$ cat src/core/rtc_defines.svh
// constants for the calendar clock core: indices, resets, divider taps, rates
// assumes inclusion by bare name from the package; the modules only use its macros
`ifndef RTC_DEFINES_SVH
`define RTC_DEFINES_SVH
`define RTC_I2C_ADDR    7'h68
`define RTC_IX_SEC      4'h0
`define RTC_IX_MIN      4'h1
`define RTC_IX_HOUR     4'h2
`define RTC_IX_DOW      4'h3
`define RTC_IX_DATE     4'h4
`define RTC_IX_MONTH    4'h5
`define RTC_IX_YEAR     4'h6
`define RTC_IX_A1SEC    4'h7
`define RTC_IX_A1MIN    4'h8
`define RTC_IX_A1HOUR   4'h9
`define RTC_IX_A2SEC    4'ha
`define RTC_IX_A2MIN    4'hb
`define RTC_IX_A2HOUR   4'hc
`define RTC_DATE_RST    8'h01
`define RTC_MONTH_RST   8'h01
`define RTC_DOW_RST     8'h01
`define RTC_PRESC_MAX   15'h7fff
`define RTC_SQW_1HZ     2'h0
`define RTC_SQW_4K      2'h1
`define RTC_SQW_8K      2'h2
`define RTC_SQW_32K     2'h3
`define RTC_TAP_8K      1
`define RTC_TAP_4K      2
`define RTC_TAP_1HZ     14
`endif

$ cat src/core/rtc_pkg.sv
// types and bcd helpers shared by the calendar clock core
// assumes rtc_defines.svh is on the include path
`include "rtc_defines.svh"
package rtc_pkg;
    typedef enum logic [2:0] {I_IDLE, I_ADDR, I_AACK, I_WDAT, I_WACK, I_RDAT, I_RACK} rtc_i2c_e;

    typedef struct packed {
        logic       scl_s1, scl_s2, scl_p, sda_s1, sda_s2, sda_p;
        rtc_i2c_e   st;
        logic [3:0] cnt, ptr, widx;
        logic [7:0] sh, wdat;
        logic       rw, first, wstb, oe;
    } rtc_i2c_s;

    typedef struct packed {
        logic            osc_s1, osc_s2, osc_p, osc_out;
        logic [14:0]     presc;
        logic [7:0]      sec, min, hour, dow, date, month, year;
        logic            pm, check;
        logic [1:0][7:0] al_sec, al_min, al_hour;
        logic [1:0]      flag;
        logic            a1_oe, a2_oe;
    } rtc_core_s;

    function automatic logic [7:0] rtc_bcd_inc(input logic [7:0] v);
        rtc_bcd_inc = (v[3:0] == 4'h9) ? {v[7:4] + 4'h1, 4'h0} : {v[7:4], v[3:0] + 4'h1};
    endfunction : rtc_bcd_inc

    function automatic logic [7:0] rtc_last_date(input logic [7:0] mon, input logic [7:0] yr);
        logic leap;
        leap = yr[4] ? (yr[3:0] == 4'h2 || yr[3:0] == 4'h6)
                     : (yr[3:0] == 4'h0 || yr[3:0] == 4'h4 || yr[3:0] == 4'h8);
        case (mon)
            8'h02:                      rtc_last_date = leap ? 8'h29 : 8'h28;
            8'h04, 8'h06, 8'h09, 8'h11: rtc_last_date = 8'h30;
            default:                    rtc_last_date = 8'h31;
        endcase
    endfunction : rtc_last_date

    function automatic logic [7:0] rtc_hour_byte(input logic [7:0] hr, input logic pm,
                                                 input logic h12);
        rtc_hour_byte = h12 ? {2'b01, pm, hr[4:0]} : {2'b00, hr[5:0]};
    endfunction : rtc_hour_byte
endpackage : rtc_pkg

$ cat src/core/rtc_core.sv
// calendar clock core: bcd time and date, two alarms, square wave, serial target
// assumes pins arrive raw and asynchronous; control inputs come from on-chip logic
// Overview of operation
// - time and date kept as bcd counters
// - date rolls at month end, leap february
// - hours in 24-hour or 12-hour with pm
// - two alarms compared with running time
// - enabled matching alarm one pulls pin low
// - shared pin: square wave or alarm two
// - serial target up to 400 kHz bus
// - data line only pulled low or released
// - reference is 32.768 kHz oscillator clock
`timescale 1ns/10ps
module rtc_core
    import rtc_pkg::*;
(
    input  wire logic       clock_in,                 // 25 MHz core clock
    input  wire logic       rst_n_in,                 // sync reset, active low
    input  wire logic       osc_in,                   // 32.768 kHz reference pin
    output wire logic       osc_out,                  // inverted reference to crystal
    input  wire logic       scl_in,                   // serial clock pin
    input  wire logic       sda_in,                   // serial data pin level
    output wire logic       sda_out,                  // serial data drive value
    output wire logic       sda_oe_out,               // serial data pull low
    input  wire logic       hour12_mode_in,           // 1: 12-hour format
    input  wire logic [1:0] alarm_en_in,              // per-alarm output enable
    input  wire logic [1:0] alarm_clear_in,           // per-alarm flag clear pulse
    input  wire logic       sqw_select_in,            // 1: square wave on shared pin
    input  wire logic [1:0] sqw_rate_in,              // square wave rate select
    output wire logic       alarm_one_irq_n_out,      // alarm one drive value
    output wire logic       alarm_one_irq_n_oe_out,   // alarm one pull low
    output wire logic       square_wave_or_alarm_two_irq_n_out,    // shared drive value
    output wire logic       square_wave_or_alarm_two_irq_n_oe_out  // shared pull low
);
    rtc_core_s  q, d;
    logic       osc_rise, tick, min_end, hr_end, day_end, sqw, wr_stb;
    logic [1:0] match;
    logic [3:0] wr_idx, rd_idx;
    logic [7:0] wr_dat, rd_dat, hour_b;

    rtc_i2c_target #(
        .ADDR (`RTC_I2C_ADDR)
    ) u_i2c (
        .clock_in     (clock_in),
        .rst_n_in     (rst_n_in),
        .scl_in       (scl_in),
        .sda_in       (sda_in),
        .sda_out      (sda_out),
        .sda_oe_out   (sda_oe_out),
        .wr_stb_out   (wr_stb),
        .wr_index_out (wr_idx),
        .wr_data_out  (wr_dat),
        .rd_index_out (rd_idx),
        .rd_data_in   (rd_dat)
    );

    assign osc_out                               = q.osc_out;
    assign alarm_one_irq_n_out                   = 1'b0;
    assign alarm_one_irq_n_oe_out                = q.a1_oe;
    assign square_wave_or_alarm_two_irq_n_out    = 1'b0;
    assign square_wave_or_alarm_two_irq_n_oe_out = q.a2_oe;

    always_comb begin
        hour_b = rtc_hour_byte(q.hour, q.pm, hour12_mode_in);
        unique case (rd_idx)
            `RTC_IX_SEC:    rd_dat = q.sec;
            `RTC_IX_MIN:    rd_dat = q.min;
            `RTC_IX_HOUR:   rd_dat = hour_b;
            `RTC_IX_DOW:    rd_dat = q.dow;
            `RTC_IX_DATE:   rd_dat = q.date;
            `RTC_IX_MONTH:  rd_dat = q.month;
            `RTC_IX_YEAR:   rd_dat = q.year;
            `RTC_IX_A1SEC:  rd_dat = q.al_sec[0];
            `RTC_IX_A1MIN:  rd_dat = q.al_min[0];
            `RTC_IX_A1HOUR: rd_dat = q.al_hour[0];
            `RTC_IX_A2SEC:  rd_dat = q.al_sec[1];
            `RTC_IX_A2MIN:  rd_dat = q.al_min[1];
            `RTC_IX_A2HOUR: rd_dat = q.al_hour[1];
            default:        rd_dat = 8'h00;
        endcase
    end

    always_comb begin
        d         = q;
        d.osc_s1  = osc_in;
        d.osc_s2  = q.osc_s1;
        d.osc_p   = q.osc_s2;
        d.osc_out = ~q.osc_s2;
        osc_rise  = q.osc_s2 & ~q.osc_p;
        tick      = osc_rise && q.presc == `RTC_PRESC_MAX;
        min_end   = tick && q.sec == 8'h59;
        hr_end    = min_end && q.min == 8'h59;
        day_end   = hr_end && (hour12_mode_in ? (q.hour == 8'h11 && q.pm) : q.hour == 8'h23);
        if (osc_rise) begin
            d.presc = q.presc + 15'h1;
        end
        d.check = tick;
        if (tick) begin
            d.sec = min_end ? 8'h00 : rtc_bcd_inc(q.sec);
        end
        if (min_end) begin
            d.min = (q.min == 8'h59) ? 8'h00 : rtc_bcd_inc(q.min);
        end
        if (hr_end) begin
            if (hour12_mode_in) begin
                d.hour = (q.hour == 8'h12) ? 8'h01 : rtc_bcd_inc(q.hour);
                if (q.hour == 8'h11) begin
                    d.pm = ~q.pm;
                end
            end else begin
                d.hour = (q.hour == 8'h23) ? 8'h00 : rtc_bcd_inc(q.hour);
                d.pm   = 1'b0;
            end
        end
        if (day_end) begin
            d.dow = (q.dow == 8'h07) ? 8'h01 : rtc_bcd_inc(q.dow);
            if (q.date == rtc_last_date(q.month, q.year)) begin
                d.date = 8'h01;
                if (q.month == 8'h12) begin
                    d.month = 8'h01;
                    d.year  = (q.year == 8'h99) ? 8'h00 : rtc_bcd_inc(q.year);
                end else begin
                    d.month = rtc_bcd_inc(q.month);
                end
            end else begin
                d.date = rtc_bcd_inc(q.date);
            end
        end
        if (wr_stb) begin
            unique case (wr_idx)
                `RTC_IX_SEC: begin
                    d.sec   = {1'b0, wr_dat[6:0]};
                    d.presc = 15'h0;
                end
                `RTC_IX_MIN:    d.min   = {1'b0, wr_dat[6:0]};
                `RTC_IX_HOUR: begin
                    d.hour = hour12_mode_in ? {3'b000, wr_dat[4:0]} : {2'b00, wr_dat[5:0]};
                    d.pm   = hour12_mode_in & wr_dat[5];
                end
                `RTC_IX_DOW:    d.dow        = {5'h00, wr_dat[2:0]};
                `RTC_IX_DATE:   d.date       = {2'b00, wr_dat[5:0]};
                `RTC_IX_MONTH:  d.month      = {3'b000, wr_dat[4:0]};
                `RTC_IX_YEAR:   d.year       = wr_dat;
                `RTC_IX_A1SEC:  d.al_sec[0]  = wr_dat;
                `RTC_IX_A1MIN:  d.al_min[0]  = wr_dat;
                `RTC_IX_A1HOUR: d.al_hour[0] = wr_dat;
                `RTC_IX_A2SEC:  d.al_sec[1]  = wr_dat;
                `RTC_IX_A2MIN:  d.al_min[1]  = wr_dat;
                `RTC_IX_A2HOUR: d.al_hour[1] = wr_dat;
                default: ;
            endcase
        end
        // compare one cycle after the second advances; a new match beats a clear
        for (int i = 0; i < 2; i++) begin
            match[i]  = q.check && q.sec == q.al_sec[i] && q.min == q.al_min[i]
                        && hour_b == q.al_hour[i];
            d.flag[i] = match[i] | (q.flag[i] & ~alarm_clear_in[i]);
        end
        unique case (sqw_rate_in)
            `RTC_SQW_1HZ: sqw = q.presc[`RTC_TAP_1HZ];
            `RTC_SQW_4K:  sqw = q.presc[`RTC_TAP_4K];
            `RTC_SQW_8K:  sqw = q.presc[`RTC_TAP_8K];
            `RTC_SQW_32K: sqw = q.osc_s2;
        endcase
        d.a1_oe = q.flag[0] & alarm_en_in[0];
        d.a2_oe = sqw_select_in ? ~sqw : (q.flag[1] & alarm_en_in[1]);
    end

    always_ff @(posedge clock_in) begin
        if (!rst_n_in) begin
            q       <= '0;
            q.dow   <= `RTC_DOW_RST;
            q.date  <= `RTC_DATE_RST;
            q.month <= `RTC_MONTH_RST;
        end else begin
            q <= d;
        end
    end
endmodule : rtc_core

$ cat src/core/rtc_i2c_target.sv
// two-wire serial target: address match, index pointer, byte writes and reads
// assumes raw pin levels on scl/sda; the pull-up and wire level are outside
`timescale 1ns/10ps
module rtc_i2c_target
    import rtc_pkg::*;
#(
    parameter logic [6:0] ADDR = `RTC_I2C_ADDR
) (
    input  wire logic       clock_in,     // core clock
    input  wire logic       rst_n_in,     // sync reset, active low
    input  wire logic       scl_in,       // bus clock pin
    input  wire logic       sda_in,       // data pin level
    output wire logic       sda_out,      // data pin drive value, always low
    output wire logic       sda_oe_out,   // pull data low while high
    output wire logic       wr_stb_out,   // one-cycle write strobe
    output wire logic [3:0] wr_index_out, // write index
    output wire logic [7:0] wr_data_out,  // write byte
    output wire logic [3:0] rd_index_out, // read index
    input  wire logic [7:0] rd_data_in    // read byte for rd_index_out
);
    rtc_i2c_s q, d;
    logic     scl_rise, scl_fall, start, stop;

    assign sda_out      = 1'b0;
    assign sda_oe_out   = q.oe;
    assign wr_stb_out   = q.wstb;
    assign wr_index_out = q.widx;
    assign wr_data_out  = q.wdat;
    assign rd_index_out = q.ptr;

    always_comb begin
        d        = q;
        d.scl_s1 = scl_in;
        d.scl_s2 = q.scl_s1;
        d.scl_p  = q.scl_s2;
        d.sda_s1 = sda_in;
        d.sda_s2 = q.sda_s1;
        d.sda_p  = q.sda_s2;
        d.wstb   = 1'b0;
        scl_rise = q.scl_s2 & ~q.scl_p;
        scl_fall = ~q.scl_s2 & q.scl_p;
        start    = q.scl_s2 & q.scl_p & q.sda_p & ~q.sda_s2;
        stop     = q.scl_s2 & q.scl_p & ~q.sda_p & q.sda_s2;
        if (start) begin
            d.st  = I_ADDR;
            d.cnt = 4'h0;
            d.oe  = 1'b0;
        end else if (stop) begin
            d.st = I_IDLE;
            d.oe = 1'b0;
        end else if (scl_rise) begin
            if (q.st == I_ADDR || q.st == I_WDAT) begin
                d.sh  = {q.sh[6:0], q.sda_s2};
                d.cnt = q.cnt + 4'h1;
            end else if (q.st == I_RACK && q.sda_s2) begin
                d.st = I_IDLE;
            end
        end else if (scl_fall) begin
            unique case (q.st)
                I_IDLE, I_RACK: begin
                    if (q.st == I_RACK) begin
                        d.st  = I_RDAT;
                        d.sh  = rd_data_in;
                        d.cnt = 4'h0;
                        d.oe  = ~rd_data_in[7];
                    end
                end
                I_ADDR: begin
                    if (q.cnt == 4'h8) begin
                        d.st = (q.sh[7:1] == ADDR) ? I_AACK : I_IDLE;
                        d.oe = (q.sh[7:1] == ADDR);
                        d.rw = q.sh[0];
                    end
                end
                I_AACK: begin
                    d.cnt   = 4'h0;
                    d.first = 1'b1;
                    d.st    = q.rw ? I_RDAT : I_WDAT;
                    d.sh    = rd_data_in;
                    d.oe    = q.rw & ~rd_data_in[7];
                end
                I_WDAT: begin
                    if (q.cnt == 4'h8) begin
                        d.st    = I_WACK;
                        d.oe    = 1'b1;
                        d.first = 1'b0;
                        if (q.first) begin
                            d.ptr = q.sh[3:0];
                        end else begin
                            d.wstb = 1'b1;
                            d.widx = q.ptr;
                            d.wdat = q.sh;
                            d.ptr  = q.ptr + 4'h1;
                        end
                    end
                end
                I_WACK: begin
                    d.st  = I_WDAT;
                    d.cnt = 4'h0;
                    d.oe  = 1'b0;
                end
                I_RDAT: begin
                    d.cnt = q.cnt + 4'h1;
                    if (q.cnt == 4'h7) begin
                        d.st  = I_RACK;
                        d.oe  = 1'b0;
                        d.ptr = q.ptr + 4'h1;
                    end else begin
                        d.sh = {q.sh[6:0], 1'b0};
                        d.oe = ~q.sh[6];
                    end
                end
            endcase
        end
    end

    always_ff @(posedge clock_in) begin
        if (!rst_n_in) begin
            // an idle bus is high, so the detectors leave reset without a false edge
            q        <= '0;
            q.st     <= I_IDLE;
            q.scl_s1 <= 1'b1;
            q.scl_s2 <= 1'b1;
            q.scl_p  <= 1'b1;
            q.sda_s1 <= 1'b1;
            q.sda_s2 <= 1'b1;
            q.sda_p  <= 1'b1;
        end else begin
            q <= d;
        end
    end
endmodule : rtc_i2c_target

$ cat config.mk
export PLATFORM = sky130hd
export DESIGN_NAME = rtc_core
export DESIGN_NICKNAME = d
export VERILOG_FILES = /design/src/core/rtc_pkg.sv /design/src/core/rtc_core.sv /design/src/core/rtc_i2c_target.sv
export VERILOG_INCLUDE_DIRS = /design/src /design/src/core
export SDC_FILE = /design/constraint.sdc
export NUM_CORES = 1
export LEC_CHECK = 0
export ABC_AREA = 1
export BUFFER_PORTS_ARGS = -buffer_cell sky130_fd_sc_hd__clkbuf_2
export CORE_ASPECT_RATIO = 0.8
export CORE_UTILIZATION = 40
export DETAILED_ROUTE_END_ITERATION = 7
export SYNTH_ARGS = -nofsm -noshare
export SYNTH_HDL_FRONTEND = slang
export SYNTH_SLANG_ARGS = --single-unit
$ cat constraint.sdc
create_clock -name clock_in -period 4.52 [get_ports clock_in]
set_clock_uncertainty 0.1 [all_clocks]
set_input_delay 0.226 -clock clock_in [delete_from_list [all_inputs] [get_ports clock_in]]
set_output_delay 0.226 -clock clock_in [all_outputs]
set_load 0.03 [all_outputs]
==> results of run 1 <==
[critical path: stages, from the launching register on]
cell and delay (ns):
dfxtp_1 0.52, ha_1 0.21, nand3_1 0.09, nor3_1 0.15
ha_1 0.17, nor2_1 0.04, a21oi_1 0.28, nand4_4 0.34
nor2_4 0.47, nand2_1 0.16, nand2_1 0.09, nand3_1 0.06
nand2_1 0.07, inv_1 0.03
[state kept, by name, summed over array words and instances (netlist names)]
| register | cells |
|---|---|
| alarm_one_irq_n_oe_out | 1 |
| u_i2c.wr_stb_out | 1 |
| u_i2c.d | 4 |
| u_i2c.sda_oe_out | 1 |
| u_i2c.rd_index_out | 4 |
| u_i2c.wr_data_out | 8 |
| u_i2c.q | 19 |
| q | 124 |
| d | 2 |
| square_wave_or_alarm_two_irq_n_oe_out | 1 |
| u_i2c.wr_index_out | 4 |
| osc_out | 1 |
[synth_stat cells, drive strengths merged (5+ instances only)]
cell type and number:
xnor2 5, dfxtp 170, o22ai 35, xor2 38, buf 12, inv 214
nand2 246, a221oi 7, o21ai 130, ha 33, clkinv 5, nor3 36
o211ai 11, a21oi 134, a31oi 6, nor2 185, nor4 12, clkbuf 22
nand3 82, nand4 28, or2 7, a211oi 8
[cell type report]
cell class                      count  area, um2  area share
Clock buffer                       17        425      0.0391
Tap cell                          312        390      0.0359
Multi-Input combinational cell   1035       5440       0.500
Inverter                          219        822      0.0756
Timing Repair Buffer               28        190      0.0175
Sequential cell                   170       3400       0.313
Clock inverter                     15        204      0.0187
[power groups by stage]
stage                     Sequential, mW  Clock, mW  Combinational (mW)
after CTS                           1.51       1.59               0.104
after detailed placement            1.54          0              0.0986
after floorplan                     1.54          0              0.0685
final                               1.51       1.57               0.106
after global placement              1.54          0              0.0990
after global routing                1.51       1.66               0.117
[cells in the final DEF, fill, tap and decap left out, types with 3 or more instances in the layout]
cell | synthesis | routed
o21a_1 | 4 | 4
nand2_2 | 3 | 3
a22oi_1 | 3 | 3
a21oi_1 | 134 | 134
nor2_4 | 3 | 3
nor2_2 | 8 | 8
inv_1 | 212 | 212
nand3_2 | 6 | 6
o21ai_1 | 4 | 4
dlygate4sd3_1 | 0 | 8
nor4_1 | 12 | 12
nand3_1 | 76 | 76
ha_1 | 33 | 33
a221oi_1 | 7 | 7
clkinv_1 | 5 | 5
xor2_1 | 38 | 38
nand2_1 | 243 | 243
inv_6 | 0 | 4
nand4_1 | 26 | 26
clkbuf_16 | 0 | 17
buf_4 | 3 | 4
o2111ai_1 | 4 | 4
dfxtp_1 | 170 | 170
xnor2_1 | 5 | 5
a31oi_1 | 6 | 6
o21ai_0 | 126 | 126
clkbuf_2 | 0 | 16
o22ai_1 | 35 | 35
nor2_1 | 173 | 173
conb_1 | 1 | 3
nor3_1 | 36 | 36
a211oi_1 | 8 | 8
clkinv_8 | 0 | 4
nand3b_1 | 3 | 3
o211ai_1 | 11 | 11
or2_2 | 6 | 6
[worst paths after layout]
path | end | slack [ns] | depth (start not counted)
hold reg to reg | u_i2c.d[35] | 0.31 | 1
setup reg to reg | q[54] | 1.62 | 13
setup / recovery | q[54] | 1.62 | 13
hold / removal | q[53] | 0.1 | 3
[metal layers]
layer / vias to the layer above / part of all wire / routed length (um)
li1: 4878 / - / -
met5: - / 0 / 0
met4: 0 / 0.020 / 702
met2: 448 / 0.39 / 13700
met3: 52 / 0.096 / 3340
met1: 4611 / 0.49 / 17000
[logic make-up after synthesis]
family	Yosys count
AO/OA/AOI/OAI	354
XOR/XNOR	43
adder cells (fa/ha/maj)	33
buffers and inverters	253
flip-flops	170
other	1
AND/OR/NAND/NOR	602
[stage by stage]
step / utilization / worst slack [ns] / instance area, um2
global placement: 0.429 / 1.77 / 10200
CTS: 0.459 / 1.67 / 10900
finish: 0.459 / 1.62 / 10900
global route: 0.459 / 1.36 / 10900
detailed placement: 0.429 / 1.70 / 10200
floorplan: - / 2.36 / 9820
==> metrics.md, run 1 <==
| Metric | Value |
|---|---|
| Status | finished clean |
| Layout area overhead | 10.8% |
| Drt via density | 5.56 |
| Critical path class | flip-flop to flip-flop |
| Synth Instances | approximately 1500 |
| Dpl cells | between 1500 and 2000 |
| Global-route wire length before repair | about 54000 um |
| HP Class | input pin to flip-flop |
| Critical Path Source Type | flip-flop |
| Total wire length | 34800 um |
| Die width | 177 um |
| Crit path max fanout | 18 |
| GR Util met2 | 0.392 |
| Final TNS setup | 0 ns |
| Mapped cell area | around 0.01 mm2 |
| Avg Inst Size Synth | between 6 and 7 um2 |
| NetSw | 0.803 mW |
| Max Cap Viol | 0 |
| Root Buffer | clkbuf_16 |
| Final hold vios | 0 |
| Least-Margin Pin Slew | approximately 1.1 ns |
| Largest family of logic cells by synthesized area | simple AND/OR/NAND/NOR gates |
| Sequential power share | 0.473 |
| IO buf count | 16 |
| Grt total ovfl | 0 |
| Clock share of power | 0.493 |
| Max_slew headroom | 0.254 |
| Worst EP required | 4.77 ns |
| Crit Reg-Reg Startpoint | q[90] |
| Die Height | between 100 and 150 um |
| # setup viols final | 0 |
| Post-layout nets | between 1500 and 2000 |
| Mux cell area share after synthesis | 0 |
| Sink Count | 170 |
| Ports | 20 |
| Pint | about 2.4 mW |
| Critical Path Start | q[90] |
| Sw frac | 0.252 |
| Slew Viols, Final | 0 |
| Core ar. | ~0.024 mm2 |
| Antenna diode count | 0 |
| RSZ-0062 raised after global routing | false |
| Via count | approximately 10000 |
| Final hold slack | 0.0987 ns |
| Maximum vdd drop | around 260 uV |
| Total CTS buffers | 17 |
| Arrival @ worst endpoint | between 3 and 4 ns |
| Starting Density | 0.414 |
| Post-Synth XOR/XNOR Area | 0.0384 |
| Remaining DRCs | 0 |
| First DRT Iteration DRCs | ~1300 |
| Yosys reg bits | 170 |
| Post-CTS Setup Inserts | 0 |
| Layout cells sized above 1 | 0.0566 |
| Number of synthesized flops with an enable pin | 0 |
| Combinational fraction of design power | 0.033 |
| Top cell type's share of synthesized area | 0.347 |
| Clock edge transition at the registers on the reported setup and hold paths | 0.08 ns |
| HPWL Detailed | ~27000 um |
| Routed length per instance | 19.4 um |
| CTS tree | built |
| F_max | 345 MHz |
| Synth Area in Simple Gates | 0.272 |
| DRT Pass-1 Iters | 6 |
| GP Congestion | roughly 1.0 |
| PnR Total Power | between 3 and 4 mW |
| M1 GR Usage | 0.437 |
| Final Critical Period | 2.90 ns |
| Synth Area in Compound Gates | 0.201 |
| Yosys cell types | around 50 |
| Vias in the first global route | just under 9000 |
| Adder-cell share of the synthesized area | 0.0421 |
| Post-synthesis sequential area ratio | 0.347 |
| Period utilization | 0.641 |
| Largest net degree at the start of global routing | 46 |
| Number of antenna violations at the first check in global routing | 0 |
| Pwr/cell area | ~300 mW/mm2 |
| Fin cells | about 1800 |
| Fill cells | ~2400 |
| Hold Startpoint | hour12_mode_in |
| Hold_buf cts | 8 |
| CTS Buffer Depth | 2 |
| Total GRT Usage | 0.287 |
| Row cnt | 50 |
| Later-pin clock latency in the skew report | around 0.45 ns |
| ANT nets after route | 0 |
| CTS H-Tree Depth | 4 |
| Main synth FF type | dfxtp_1 |
| P_leak | approximately 4.6 nW |
| Dominant cells by area after synthesis | dfxtp_1, nand2_1, inv_1 |
| Synthesis Warnings | 0 |
| Total die area | about 0.025 mm2 |
| Post-synth top area cell | dfxtp_1 |
| Async SR Flop Fraction | 0 |
| GR Util met3 | 0.0665 |
| Post-CTS sizing | 0 |
| Crit. End Element | flip-flop |
| Global routing's busiest layer | met1 |
(Power assumes the default switching activity.)
==> inputs of run 2 (changes only) <==
==> constraint.sdc (replaced) <==
create_clock -name clock_in -period 3 [get_ports clock_in]
set_clock_uncertainty 0.1 [all_clocks]
set_input_delay 0.15 -clock clock_in [delete_from_list [all_inputs] [get_ports clock_in]]
set_output_delay 0.15 -clock clock_in [all_outputs]
set_load 0.03 [all_outputs]
==> run 2 against run 1 <==
Against the previous run:
- global-route usage down 0.97 points
- core utilization up 0.53 points
- clock power rose by 48%
- final area grew 1.1%
- fmax up 12%
- via count rose by 0.41%
- critical endpoint is now q[55]
- largest cell class unchanged
==> metrics.md, run 2 (synthesized netlist as in run 1, its figures left out) <==
| Metric | Value |
|---|---|
| Status | finished clean |
| GP Congestion | 1.08 (+4.9%) |
| First DRT Iteration DRCs | 1256 (-2.4%) |
| P_leak | 4.67 nW (+2.0%) |
| Clock edge transition at the registers on the reported setup and hold paths | 0.08 ns (about the same) |
| Layout area overhead | 12.1% |
| Met2 wire length | 13100 um (-4.8%) |
| Die width | 177 um (unchanged) |
| Max_slew headroom | 0.288 (+0.0345) |
| Fill cells | 2457 (+0.41%) |
| Crit. End Element | flip-flop |
| PnR Total Power | 4.77 mW (+50%) |
| Multi-input gate area | 0.00544 mm2 (unchanged) |
| Final instance area | 0.0110 mm2 (+1.1%) |
| Drt via density | 5.52 (-0.70%) |
| Sw frac | 0.239 (-0.0132) |
| Final Critical Period | 2.58 ns (-0.314 ns) |
| Grt total ovfl | 0 (unchanged) |
| Total die area | 0.0252 mm2 (unchanged) |
| Total CTS buffers | 17 (unchanged) |
| DRT Pass-1 Iters | 8 (+2) |
| # setup viols final | 0 (unchanged) |
| ANT nets after route | 0 (unchanged) |
| Ports | 20 (unchanged) |
| Core ar. | 0.0237 mm2 (unchanged) |
| Combinational fraction of design power | 0.035 (+0.002) |
| Highest metal used | met4 |
| Pwr/cell area | 433 mW/mm2 (+48%) |
| Layout cells sized above 1 | 0.0678 (+0.0112) |
| HP Class | input pin to flip-flop |
| Final hold slack | 0.00322 ns (-0.0955 ns) |
| CTS tree | built |
| Die Height | 142 um (unchanged) |
| Least-Margin Pin Slew | 1.06 ns (-0.0588 ns) |
| Vias in the first global route | 8834 (-1.2%) |
| Final worst slack | 0.418 ns (-1.21 ns) |
| Arrival @ worst endpoint | 2.83 ns (-0.31 ns) |
| Post-CTS sizing | 0 (unchanged) |
| Pint | 3.63 mW (+52%) |
| Critical path class | flip-flop to flip-flop |
| Sink Count | 170 (unchanged) |
| Hold_buf cts | 8 (unchanged) |
| Remaining DRCs | 0 (unchanged) |
| Worst EP required | 3.25 ns (-1.52 ns) |
| Via count | 10030 (+0.41%) |
| IO buf count | 16 (unchanged) |
| Largest net degree at the start of global routing | 42 (-8.7%) |
| CTS Buffer Depth | 2 (unchanged) |
| Max Cap Viol | 0 (unchanged) |
| Routed length on met1 | 16700 um (-1.9%) |
| RSZ-0062 raised after global routing | false |
| Row cnt | 50 (unchanged) |
| Routed length per instance | 18.8 um (-2.8%) |
| NetSw | 1.14 mW (+42%) |
| Post-CTS Setup Inserts | 0 (unchanged) |
| Clock share of power | 0.489 (-0.004) |
| Most frequent cells in the layout | nand2_1, inv_1, nor2_1 |
| Starting Density | 0.414 (unchanged) |
| Total GRT Usage | 0.277 (-0.00972) |
| Most common cell after layout, fill and taps aside | nand2_1 |
| Period utilization | 0.861 (+0.220) |
| Met3 Wirelength | 3570 um (+6.9%) |
| Sequential power share | 0.477 (+0.004) |
| Slew Viols, Final | 0 (unchanged) |
| Final TNS setup | 0 ns (unchanged) |
| Top reg by flops | q |
| Number of antenna violations at the first check in global routing | 0 (unchanged) |
| Place WS | 0.438 ns (-1.27 ns) |
| Largest register FFs | 124 (unchanged) |
| Final hold vios | 0 (unchanged) |
| Antenna diode count | 0 (unchanged) |
| HPWL Detailed | 26300 um (-1.5%) |
| Placed Area | 0.0103 mm2 (+1.5%) |
| Critical Path Source Type | flip-flop |
| Crit path max fanout | 18 (unchanged) |
| CTS H-Tree Depth | 4 (unchanged) |
| Later-pin clock latency in the skew report | 0.45 ns (about the same) |
| Global-route wire length before repair | 52200 um (-3.0%) |
| Root Buffer | clkbuf_16 |
| Maximum vdd drop | 359 uV (+40%) |
| F_max | 387 MHz (+12%) |
| Sequential cell area | 0.00340 mm2 (unchanged) |
| Post-layout nets | 1537 (+1.3%) |
| Total wire length | 34200 um (-1.8%) |
==> run 2: cell types whose count changed in the layout (fill, tap and decap cells not counted) <==
cell      change
buf_4        +20
clkinv_8      -4
clkbuf_8      +3
clkbuf_1      +2
inv_6         -2
clkinv_4      +1
==> run 2: metrics by stage <==
| stage | utilization | cells |
|---|---|---|
| 2_1_floorplan | - | 1458 |
| 3_3_place_gp | 0.435 | 1776 |
| 3_5_place_dp | 0.435 | 1776 |
| 4_1_cts | 0.464 | 1816 |
| 5_1_grt | 0.464 | 1816 |
| 6_report | 0.464 | 1816 |
==> run 2: layout make-up <==
cell class / count / share of cell area
Clock buffer: 22 / 0.0431
Tap cell: 312 / 0.0355
Inverter: 219 / 0.0747
Sequential cell: 170 / 0.309
Timing Repair Buffer: 48 / 0.0309
Multi-Input combinational cell: 1035 / 0.495
Clock inverter: 10 / 0.0118
==> run 2: routing by layer <==
layer	vias up	track usage
met2	487	0.369
met1	4585	0.417
met4	0	0.0948
met3	56	0.0769
li1	4902	-
met5	-	0
==> run 2: critical path: stages (launching register included) <==
cell and delay [ns]:
dfxtp_1 0.50, ha_1 0.20, nand3_1 0.10, nor3_1 0.15, ha_1 0.17, nor2_1 0.04
a21oi_1 0.26, nand4_4 0.17, nor2_4 0.38, nand2_1 0.15, nand2_1 0.09, nand3_1 0.06
nand2_1 0.07, inv_1 0.03
==> run 2: path summary, 6_finish.rpt <==
path                  start     endpoint  slack (ns)  cells after the start
max                   q[90]        q[55]        0.42                     13
min          hour12_mode_in        q[53]       0.003                      3
max reg2reg           q[90]        q[55]        0.42                     13
min reg2reg     u_i2c.d[39]  u_i2c.d[38]        0.31                      1
==> run 2: power by group through the flow <==
stage | Sequential [mW] | Combinational (mW) | Clock (mW)
floorplan | 2.33 | 0.103 | 0
CTS | 2.27 | 0.162 | 2.35
global route | 2.27 | 0.182 | 2.46
detailed placement | 2.32 | 0.153 | 0
finish | 2.27 | 0.165 | 2.33
global placement | 2.32 | 0.156 | 0
